## src/core/exec_cfg.svh

```systemverilog
`ifndef EXEC_CFG_SVH
`define EXEC_CFG_SVH

// ****************************************
// Register offsets and reset values
// ****************************************
`define OFS_JEXT 4'h0
`define OFS_STAT 4'h1
`define OFS_PROD_LO 4'h2
`define OFS_PROD_HI 4'h3
`define JEXT_RST 8'h00

// ****************************************
// Field positions
// ****************************************
`define FLAG_C 0
`define FLAG_Z 1
`define FLAG_N 2
`define FLAG_V 3
`define FLAG_H 5
`define FLAG_T 6
`define STAT_BUSY 0
`define STAT_TAKEN 1
`define STAT_MUL 2

// ****************************************
// Cycle counts
// ****************************************
`define MUL_CYC 3'h2
`define JMP_CYC 3'h2
`define CALL_CYC 3'h4
`define CMP_CYC 3'h1
`define BR_NT_CYC 3'h1
`define BR_T_CYC 3'h2
`define SKIP_NT_CYC 3'h1
`define SKIP_ONE_CYC 3'h2
`define SKIP_TWO_CYC 3'h3

// ****************************************
// Program counter steps
// ****************************************
`define PC_STEP 8'h01
`define PC_SKIP_ONE 8'h02
`define PC_SKIP_TWO 8'h03

`endif

```

## src/core/exec_pkg.sv

```systemverilog
package exec_pkg;
    typedef enum logic [4:0] {
        no_operation,
        signed_multiply,
        signed_by_unsigned_multiply,
        fractional_unsigned_multiply,
        fractional_signed_multiply,
        fractional_mixed_multiply,
        pointer_jump,
        extended_pointer_jump,
        pointer_call,
        extended_pointer_call,
        compare_skip_equal,
        compare_immediate,
        skip_reg_bit_clear,
        skip_reg_bit_set,
        skip_io_bit_clear,
        skip_io_bit_set,
        branch_flag_set,
        branch_flag_clear,
        branch_greater_equal,
        branch_less_than,
        branch_half_carry_set,
        branch_half_carry_clear,
        branch_transfer_bit_set,
        branch_transfer_bit_clear,
        branch_same_or_higher,
        branch_carry_clear,
        branch_lower,
        branch_carry_set,
        branch_overflow_set,
        branch_overflow_clear
    } op_e;
endpackage

```

## src/core/exec_unit.sv

```systemverilog
// The register addresses and the strobed register port were chosen for this implementation.
`include "exec_cfg.svh"

// Notes on behaviour
// - Signed and signed-by-unsigned multiply write 16-bit product, Z and C, 2 cycles.
// - Fractional multiplies shift the product left one before writing; Z, C, 2 cycles.
// - Pointer jump loads PC from Z, no flags, 2 cycles.
// - Extended pointer jump loads PC from extension register above Z, 2 cycles.
// - Pointer call goes to Z, no flags, 4 cycles.
// - Extended pointer call goes to extension register above Z, 4 cycles.
// - Compare-skip-equal skips next instruction when operands match; 1, 2 or 3 cycles.
// - Compare immediate subtracts constant, sets Z N V C H, stores nothing, 1 cycle.
// - Register bit skips test one operand bit, clear or set variant; 1-3 cycles.
// - I/O bit skips test one I/O register bit, clear or set; 1-3 cycles.
// - Generic flag branches add offset plus one when selected flag matches; 1/2 cycles.
// - Greater-or-equal branch taken when N xor V is zero; 1/2 cycles.
// - Half-carry branches follow H set or clear; 1/2 cycles.
// - Transfer-bit branches follow T set or clear; 1/2 cycles.
// - Same-or-higher and carry-clear take on C=0; lower and carry-set on C=1.
// - Overflow branches take on V=1 or V=0; 1/2 cycles.
module exec_unit import exec_pkg::*; #(
    parameter int PC_W = 22
) (
    input wire logic clock,
    input wire logic rst,
    input wire logic start,
    input wire op_e op,
    input wire logic [7:0] rd_val,
    input wire logic [7:0] src_val,
    input wire logic [7:0] imm,
    input wire logic [2:0] bit_sel,
    input wire logic [7:0] io_val,
    input wire logic [2:0] flag_sel,
    input wire logic [6:0] offset,
    input wire logic [15:0] z_ptr,
    input wire logic [PC_W-1:0] pc,
    input wire logic [7:0] status_register,
    input wire logic next_two_word,
    output logic ready,
    output logic done,
    output logic pc_load,
    output logic [PC_W-1:0] pc_value,
    output logic prod_we,
    output logic [15:0] prod_value,
    output logic [7:0] flag_we,
    output logic [7:0] flag_value,
    output logic ret_push,
    output logic [PC_W-1:0] ret_addr,
    input wire logic [3:0] bus_addr,
    input wire logic [7:0] bus_wdata,
    input wire logic bus_wr,
    input wire logic bus_rd,
    output logic [7:0] bus_rdata
);
    // ****************************************
    // State
    // ****************************************
    typedef struct packed {
        logic [2:0] cnt;
        logic done;
        logic pc_upd;
        logic is_mul;
        logic taken;
        logic push;
        logic [PC_W-1:0] target;
        logic [PC_W-1:0] ret;
        logic [15:0] prod;
        logic [7:0] fmask;
        logic [7:0] fval;
        logic [7:0] jump_ext;
        logic [7:0] rdata;
    } state_s;

    localparam state_s ST_RST = '{jump_ext: `JEXT_RST, default: '0};

    state_s st;
    state_s next_st;

    function automatic logic [PC_W-1:0] pc_add(input logic [PC_W-1:0] base, input logic [7:0] delta);
        pc_add = base + {{(PC_W-8){delta[7]}}, delta};
    endfunction

    // ****************************************
    // Operand helpers
    // ****************************************
    logic accept;
    logic a_signed;
    logic b_signed;
    logic frac;
    logic [15:0] mul_prod;
    logic mul_carry;
    logic mul_zero;
    logic [7:0] diff;
    logic [7:0] kofs;
    logic cond;
    logic n_xor_v;

    assign accept = start && (st.cnt == 3'h0);
    assign a_signed = (op == signed_multiply) || (op == signed_by_unsigned_multiply)
        || (op == fractional_signed_multiply) || (op == fractional_mixed_multiply);
    assign b_signed = (op == signed_multiply) || (op == fractional_signed_multiply);
    assign frac = (op == fractional_unsigned_multiply) || (op == fractional_signed_multiply)
        || (op == fractional_mixed_multiply);
    assign diff = rd_val - imm;
    // Sign-extended offset plus one; 63 + 1 still fits in eight signed bits
    assign kofs = {offset[6], offset} + `PC_STEP;
    assign n_xor_v = status_register[`FLAG_N] ^ status_register[`FLAG_V];

    product_unit mul (
        .a(rd_val),
        .b(src_val),
        .a_signed(a_signed),
        .b_signed(b_signed),
        .frac(frac),
        .product(mul_prod),
        .carry(mul_carry),
        .zero(mul_zero)
    );

    // ****************************************
    // Branch condition
    // ****************************************
    always_comb begin
        case (op)
            branch_flag_set: cond = status_register[flag_sel];
            branch_flag_clear: cond = !status_register[flag_sel];
            branch_greater_equal: cond = !n_xor_v;
            branch_less_than: cond = n_xor_v;
            branch_half_carry_set: cond = status_register[`FLAG_H];
            branch_half_carry_clear: cond = !status_register[`FLAG_H];
            branch_transfer_bit_set: cond = status_register[`FLAG_T];
            branch_transfer_bit_clear: cond = !status_register[`FLAG_T];
            branch_same_or_higher, branch_carry_clear: cond = !status_register[`FLAG_C];
            branch_lower, branch_carry_set: cond = status_register[`FLAG_C];
            branch_overflow_set: cond = status_register[`FLAG_V];
            branch_overflow_clear: cond = !status_register[`FLAG_V];
            default: cond = 1'b0;
        endcase
    end

    // ****************************************
    // Next state
    // ****************************************
    always_comb begin
        logic skip_op;
        logic skip;
        skip_op = 1'b0;
        skip = 1'b0;
        next_st = st;
        next_st.done = 1'b0;
        next_st.push = 1'b0;
        next_st.rdata = 8'h00;
        if (st.cnt != 3'h0) begin
            next_st.cnt = st.cnt - 3'h1;
            next_st.done = (st.cnt == 3'h1);
        end
        if (accept) begin
            next_st.pc_upd = 1'b1;
            next_st.is_mul = 1'b0;
            next_st.taken = 1'b0;
            next_st.fmask = 8'h00;
            next_st.fval = 8'h00;
            case (op)
                signed_multiply, signed_by_unsigned_multiply, fractional_unsigned_multiply,
                fractional_signed_multiply, fractional_mixed_multiply: begin
                    next_st.pc_upd = 1'b0;
                    next_st.is_mul = 1'b1;
                    next_st.prod = mul_prod;
                    next_st.fmask[`FLAG_Z] = 1'b1;
                    next_st.fmask[`FLAG_C] = 1'b1;
                    next_st.fval[`FLAG_Z] = mul_zero;
                    next_st.fval[`FLAG_C] = mul_carry;
                    next_st.cnt = `MUL_CYC;
                end
                pointer_jump: begin
                    next_st.target = PC_W'(z_ptr);
                    next_st.cnt = `JMP_CYC;
                end
                extended_pointer_jump: begin
                    next_st.target = PC_W'({st.jump_ext, z_ptr});
                    next_st.cnt = `JMP_CYC;
                end
                pointer_call: begin
                    next_st.push = 1'b1;
                    next_st.ret = pc_add(pc, `PC_STEP);
                    next_st.target = PC_W'(z_ptr);
                    next_st.cnt = `CALL_CYC;
                end
                extended_pointer_call: begin
                    next_st.push = 1'b1;
                    next_st.ret = pc_add(pc, `PC_STEP);
                    next_st.target = PC_W'({st.jump_ext, z_ptr});
                    next_st.cnt = `CALL_CYC;
                end
                compare_immediate: begin
                    next_st.pc_upd = 1'b0;
                    next_st.fmask[`FLAG_Z] = 1'b1;
                    next_st.fmask[`FLAG_N] = 1'b1;
                    next_st.fmask[`FLAG_V] = 1'b1;
                    next_st.fmask[`FLAG_C] = 1'b1;
                    next_st.fmask[`FLAG_H] = 1'b1;
                    next_st.fval[`FLAG_Z] = (diff == 8'h00);
                    next_st.fval[`FLAG_N] = diff[7];
                    next_st.fval[`FLAG_V] = (rd_val[7] & ~imm[7] & ~diff[7])
                        | (~rd_val[7] & imm[7] & diff[7]);
                    next_st.fval[`FLAG_C] = (~rd_val[7] & imm[7]) | (imm[7] & diff[7])
                        | (diff[7] & ~rd_val[7]);
                    next_st.fval[`FLAG_H] = (~rd_val[3] & imm[3]) | (imm[3] & diff[3])
                        | (diff[3] & ~rd_val[3]);
                    next_st.cnt = `CMP_CYC;
                end
                compare_skip_equal: begin
                    skip_op = 1'b1;
                    skip = (rd_val == src_val);
                end
                skip_reg_bit_clear: begin
                    skip_op = 1'b1;
                    skip = !src_val[bit_sel];
                end
                skip_reg_bit_set: begin
                    skip_op = 1'b1;
                    skip = src_val[bit_sel];
                end
                skip_io_bit_clear: begin
                    skip_op = 1'b1;
                    skip = !io_val[bit_sel];
                end
                skip_io_bit_set: begin
                    skip_op = 1'b1;
                    skip = io_val[bit_sel];
                end
                no_operation: begin
                    next_st.pc_upd = 1'b0;
                end
                default: begin
                    next_st.taken = cond;
                    next_st.target = pc_add(pc, cond ? kofs : `PC_STEP);
                    next_st.cnt = cond ? `BR_T_CYC : `BR_NT_CYC;
                end
            endcase
            if (skip_op) begin
                // Skipping a two-word instruction costs one more cycle
                next_st.taken = skip;
                if (!skip) begin
                    next_st.target = pc_add(pc, `PC_STEP);
                    next_st.cnt = `SKIP_NT_CYC;
                end else if (next_two_word) begin
                    next_st.target = pc_add(pc, `PC_SKIP_TWO);
                    next_st.cnt = `SKIP_TWO_CYC;
                end else begin
                    next_st.target = pc_add(pc, `PC_SKIP_ONE);
                    next_st.cnt = `SKIP_ONE_CYC;
                end
            end
            // Counts include the accepting edge, so done stands in cycle N
            if (next_st.cnt != 3'h0) begin
                next_st.done = (next_st.cnt == 3'h1);
                next_st.cnt = next_st.cnt - 3'h1;
            end
        end
        // Extension register write lands for the next accepted instruction
        if (bus_wr && (bus_addr == `OFS_JEXT)) begin
            next_st.jump_ext = bus_wdata;
        end
        if (bus_rd) begin
            case (bus_addr)
                `OFS_JEXT: next_st.rdata = st.jump_ext;
                `OFS_STAT: begin
                    next_st.rdata[`STAT_BUSY] = (st.cnt != 3'h0);
                    next_st.rdata[`STAT_TAKEN] = st.taken;
                    next_st.rdata[`STAT_MUL] = st.is_mul;
                end
                `OFS_PROD_LO: next_st.rdata = st.prod[7:0];
                `OFS_PROD_HI: next_st.rdata = st.prod[15:8];
                default: next_st.rdata = 8'h00;
            endcase
        end
    end

    always_ff @(posedge clock or posedge rst) begin
        if (rst) begin
            st <= ST_RST;
        end else begin
            st <= next_st;
        end
    end

    // ****************************************
    // Outputs
    // ****************************************
    assign ready = (st.cnt == 3'h0);
    assign done = st.done;
    assign pc_load = st.done && st.pc_upd;
    assign pc_value = st.target;
    assign prod_we = st.done && st.is_mul;
    assign prod_value = st.prod;
    assign flag_we = {8{st.done}} & st.fmask;
    assign flag_value = st.fval;
    assign ret_push = st.push;
    assign ret_addr = st.ret;
    assign bus_rdata = st.rdata;

    logic signed [15:0] smul_ref;
    logic [15:0] umul_ref;
    logic [PC_W-1:0] zext_ref;
    assign smul_ref = $signed(rd_val) * $signed(src_val);
    assign umul_ref = rd_val * src_val;
    assign zext_ref = PC_W'(z_ptr);
endmodule

```

## src/core/product_unit.sv

```systemverilog
module product_unit (
    input wire logic [7:0] a,
    input wire logic [7:0] b,
    input wire logic a_signed,
    input wire logic b_signed,
    input wire logic frac,
    output logic [15:0] product,
    output logic carry,
    output logic zero
);
    logic signed [17:0] full;
    logic [15:0] raw;

    // Nine-bit extension covers all three sign mixes with one multiplier
    assign full = $signed({a_signed & a[7], a}) * $signed({b_signed & b[7], b});
    assign raw = full[15:0];
    assign carry = raw[15];
    assign product = frac ? {raw[14:0], 1'b0} : raw;
    assign zero = (product == 16'h0000);
endmodule

```

## config.mk

```make
export PLATFORM = sky130hd
export DESIGN_NAME = exec_unit
export DESIGN_NICKNAME = d
export VERILOG_FILES = /design/src/core/exec_pkg.sv /design/src/core/exec_unit.sv /design/src/core/product_unit.sv
export VERILOG_INCLUDE_DIRS = /design/src /design/src/core
export SDC_FILE = /design/constraint.sdc
export NUM_CORES = 1
export LEC_CHECK = 0
export BUFFER_PORTS_ARGS = -buffer_cell sky130_fd_sc_hd__buf_4
export CAP_MARGIN = 20
export CELL_PAD_IN_SITES_DETAIL_PLACEMENT = 2
export CELL_PAD_IN_SITES_GLOBAL_PLACEMENT = 2
export CORE_MARGIN = 2
export CORE_UTILIZATION = 25
export CTS_CLUSTER_SIZE = 16
export DETAILED_ROUTE_END_ITERATION = 7
export PLACE_DENSITY_LB_ADDON = 0.1
export SYNTH_ARGS = -nofsm -noshare
export SYNTH_HDL_FRONTEND = slang
export SYNTH_SLANG_ARGS = --single-unit
```

## constraint.sdc

```tcl
create_clock -name clock -period 5.5 [get_ports clock]
set_input_delay 0.275 -clock clock [delete_from_list [all_inputs] [get_ports clock]]
set_output_delay 0.275 -clock clock [all_outputs]
set_load 0.02 [all_outputs]
```

==> impl_metrics.json <==
{
  "ant_nets": 0,
  "critPathLaunch": "op[0]",
  "rsz0062_at_grt": "false",
  "syn_area_per_cell_um2": 8.59,
  "synthFlopType": "dfrtp_1",
  "critPathCaptureType": "register",
  "grt_overflow_total": 0,
  "peakVddDrop_uv": 142,
  "fmax_ghz": 0.191,
  "hp-start": "bus_wdata[2]",
  "power_mw": 4.42,
  "start_util": 0.254,
  "grt_max_degree": 53,
  "finClkSkew_ps": 18.4,
  "final_cell_area_um2": 12700,
  "hold_depth": 2,
  "cp_max_fo": 5,
  "cts_inserted_buffers": 9,
  "area_growth_pct": 19.6,
  "synth.top_cells.by_count": "nand2_1 (147), inv_1 (115), dfrtp_1 (91)",
  "synthMostInstantiatedCell": "nand2_1",
  "rrSetupSlack_ps": 2110,
  "synth_top_area_share": 0.214,
  "r2r_start": "st[97]",
  "routedWlPerCell_um": 20.8,
  "reg2regPathDepth": 11,
  "max-cap-violations": 0,
  "fill_cells": 4811,
  "antenna_found_initial": 0,
  "die_area_um2": 44200,
  "start_kind": "primary input",
  "ys_top_cells_by_area": "dfrtp_1 (21%), fa_1 (13%), ha_1 (9.9%), buf_4 (5.9%), nand2_1 (5.2%)",
  "die-width_um": 210,
  "ios": 203,
  "synth_area_um2": 10600,
  "grt_pass1_wl_mm": 62.0,
  "synth_seq_cells": 91,
  "synth_top_cell_by_area": "dfrtp_1",
  "cp-endpoint": "flag_value[1]",
  "firstDrtPassIters": 4,
  "cts_tree": "yes",
  "worst_pin_slew_ps": 980,
  "fin_nets": 1639,
  "drc": 0,
  "cts_setup_buffers": 0,
  "portBuffers": 196,
  "reg2reg_to": "flag_value[1]",
  "first_global_vias": 10300,
  "fin_crit_sh": 0.954,
  "clk_latency_ps": 380,
  "synthArstFlopShare": 1.00,
  "syn_inst": 1238,
  "required_ps": 5820,
  "cts_buffer_depth": 2,
  "status": "finished clean",
  "path_clk_slew_ps": 80,
  "hold_path_class": "in2reg",
  "fp-row-count": 75,
  "htreeDepth": 3,
  "ys_seq_area_frac": 0.214,
  "viasPerCell": 4.76,
  "finalSetupViolations": 0,
  "crit_arrival_ps": 5570,
  "ys_types": 68,
  "cts.sinks": 91,
  "n_antenna_cell": 0,
  "setup_tns_ps": 0,
  "grt_usage": 0.185,
  "place.gp.congestion": 0.782,
  "max-slew-margin-rel": 0.346,
  "drtIter0Drc": 305,
  "synth_edf_count": 0,
  "detailed_place_hpwl_mm": 32.9,
  "p_per_area_nw_per_um2": 348,
  "wl_mm": 39.9,
  "min_period_ps": 5250,
  "cts-root-buf": "clkbuf_16",
  "placed_area_um2": 12400,
  "path_class": "in2reg",
  "vias": 9138,
  "core_region_area_um2": 41900,
  "hold_viol_final": 0,
  "ys_warn_count": 0,
  "p_leak_nw": 6.06,
  "whs_ps": 124,
  "drive_gt1_frac": 0.223,
  "drv_slew": 0,
  "die_y_um": 210
}
[worst min path at each step]
| stage | end | slack [ps] |
|---|---|---|
| finish | st[10] | 120 |
| global placement | ret_addr[16] | 380 |
| detailed placement | ret_addr[15] | 370 |
| global route | st[10] | 110 |
| CTS | st[10] | 100 |
| floorplan | ret_addr[0] | 390 |
[flip-flops by register name (all words and copies together), names as in the netlist]
| register | count |
|---|---|
| flag_value | 5 |
| ret_push | 1 |
| ret_addr | 22 |
| bus_rdata | 8 |
| st | 16 |
| done | 1 |
| prod_value | 16 |
| pc_value | 22 |
[cells in the final DEF, fill, tap and decap left out, types with 6 or more instances in the layout]
master     count
nand2_1      146
a22oi_1        8
nor3_1        18
mux2_2        15
nor2_1        84
mux2i_1       24
nand4_1       13
a21oi_1       50
fa_1          67
inv_1        114
and3_1        11
conb_1         6
dfrtp_1       91
ha_1          84
and2_1        46
a211oi_1       9
xnor2_1       58
xor2_1        23
nand3_1       27
o21ai_0       75
a21o_1        17
nand2b_1       7
buf_4        246
o211ai_1       8
nor2b_1        9
clkbuf_16      9
[report_power, final]
group | switching (mW) | internal (mW)
registers | 0.189 | 0.904
logic | 1.41 | 1.19
clock network | 0.318 | 0.412
[worst max-delay path, stage by stage]
cell	delay, ps
buf_4	130
or3_1	410
and4_4	220
nand2_2	90
fa_1	420
fa_1	520
inv_1	50
fa_1	470
fa_1	550
inv_1	50
fa_1	500
inv_1	40
ha_1	320
a21oi_1	170
xnor2_1	100
or4_1	520
or4_1	420
nor3_1	170
a21o_1	140
[final cells by class]
type	instances	area [um2]	share of cell area
tap	539	674	0.0530
timing repair buffer	247	1860	0.146
sequential	91	2280	0.179
clock inverter	6	86.3	0.00679
inverter	117	442	0.0347
clock buffer	10	239	0.0188
multi-input combinational	908	7150	0.562
[metrics by stage]
stage / util / setup slack (ps) / std cells
detailed placement: 0.295 / -285 / 1901
global placement: 0.295 / -218 / 1901
CTS: 0.303 / 144 / 1918
global route: 0.303 / 9.53 / 1918
floorplan: - / 13.0 / 1243
finish: 0.303 / 253 / 1918
[kinds of logic (layout without fill, tap and decap cells)]
logic type	count (synthesis)	count (layout)	synth area share
fa+ha+maj	151	151	0.225
mux	52	52	0.0660
compound gates	231	231	0.139
buf+inv	244	380	0.118
other cells	1	6	0.000353
flops	91	91	0.214
xor+xnor	82	82	0.0688
simple gates	386	386	0.169
[layer usage]
layer / global-route usage / vias to the layer above / routed length [um]
li1: - / 4370 / -
met1: 0.226 / 4590 / 17500
met2: 0.344 / 143 / 20700
met3: 0.0226 / 35 / 946
met4: 0.0445 / 0 / 716
met5: 0 / - / 0
[repair_timing]
action                     in CTS  in global routing
hold buffers                    1                  0
setup endpoints to repair       0                  3
resized for setup               0                  4
hold endpoints to repair       39                  0
Note: power is estimated with default switching activity, not from simulation.
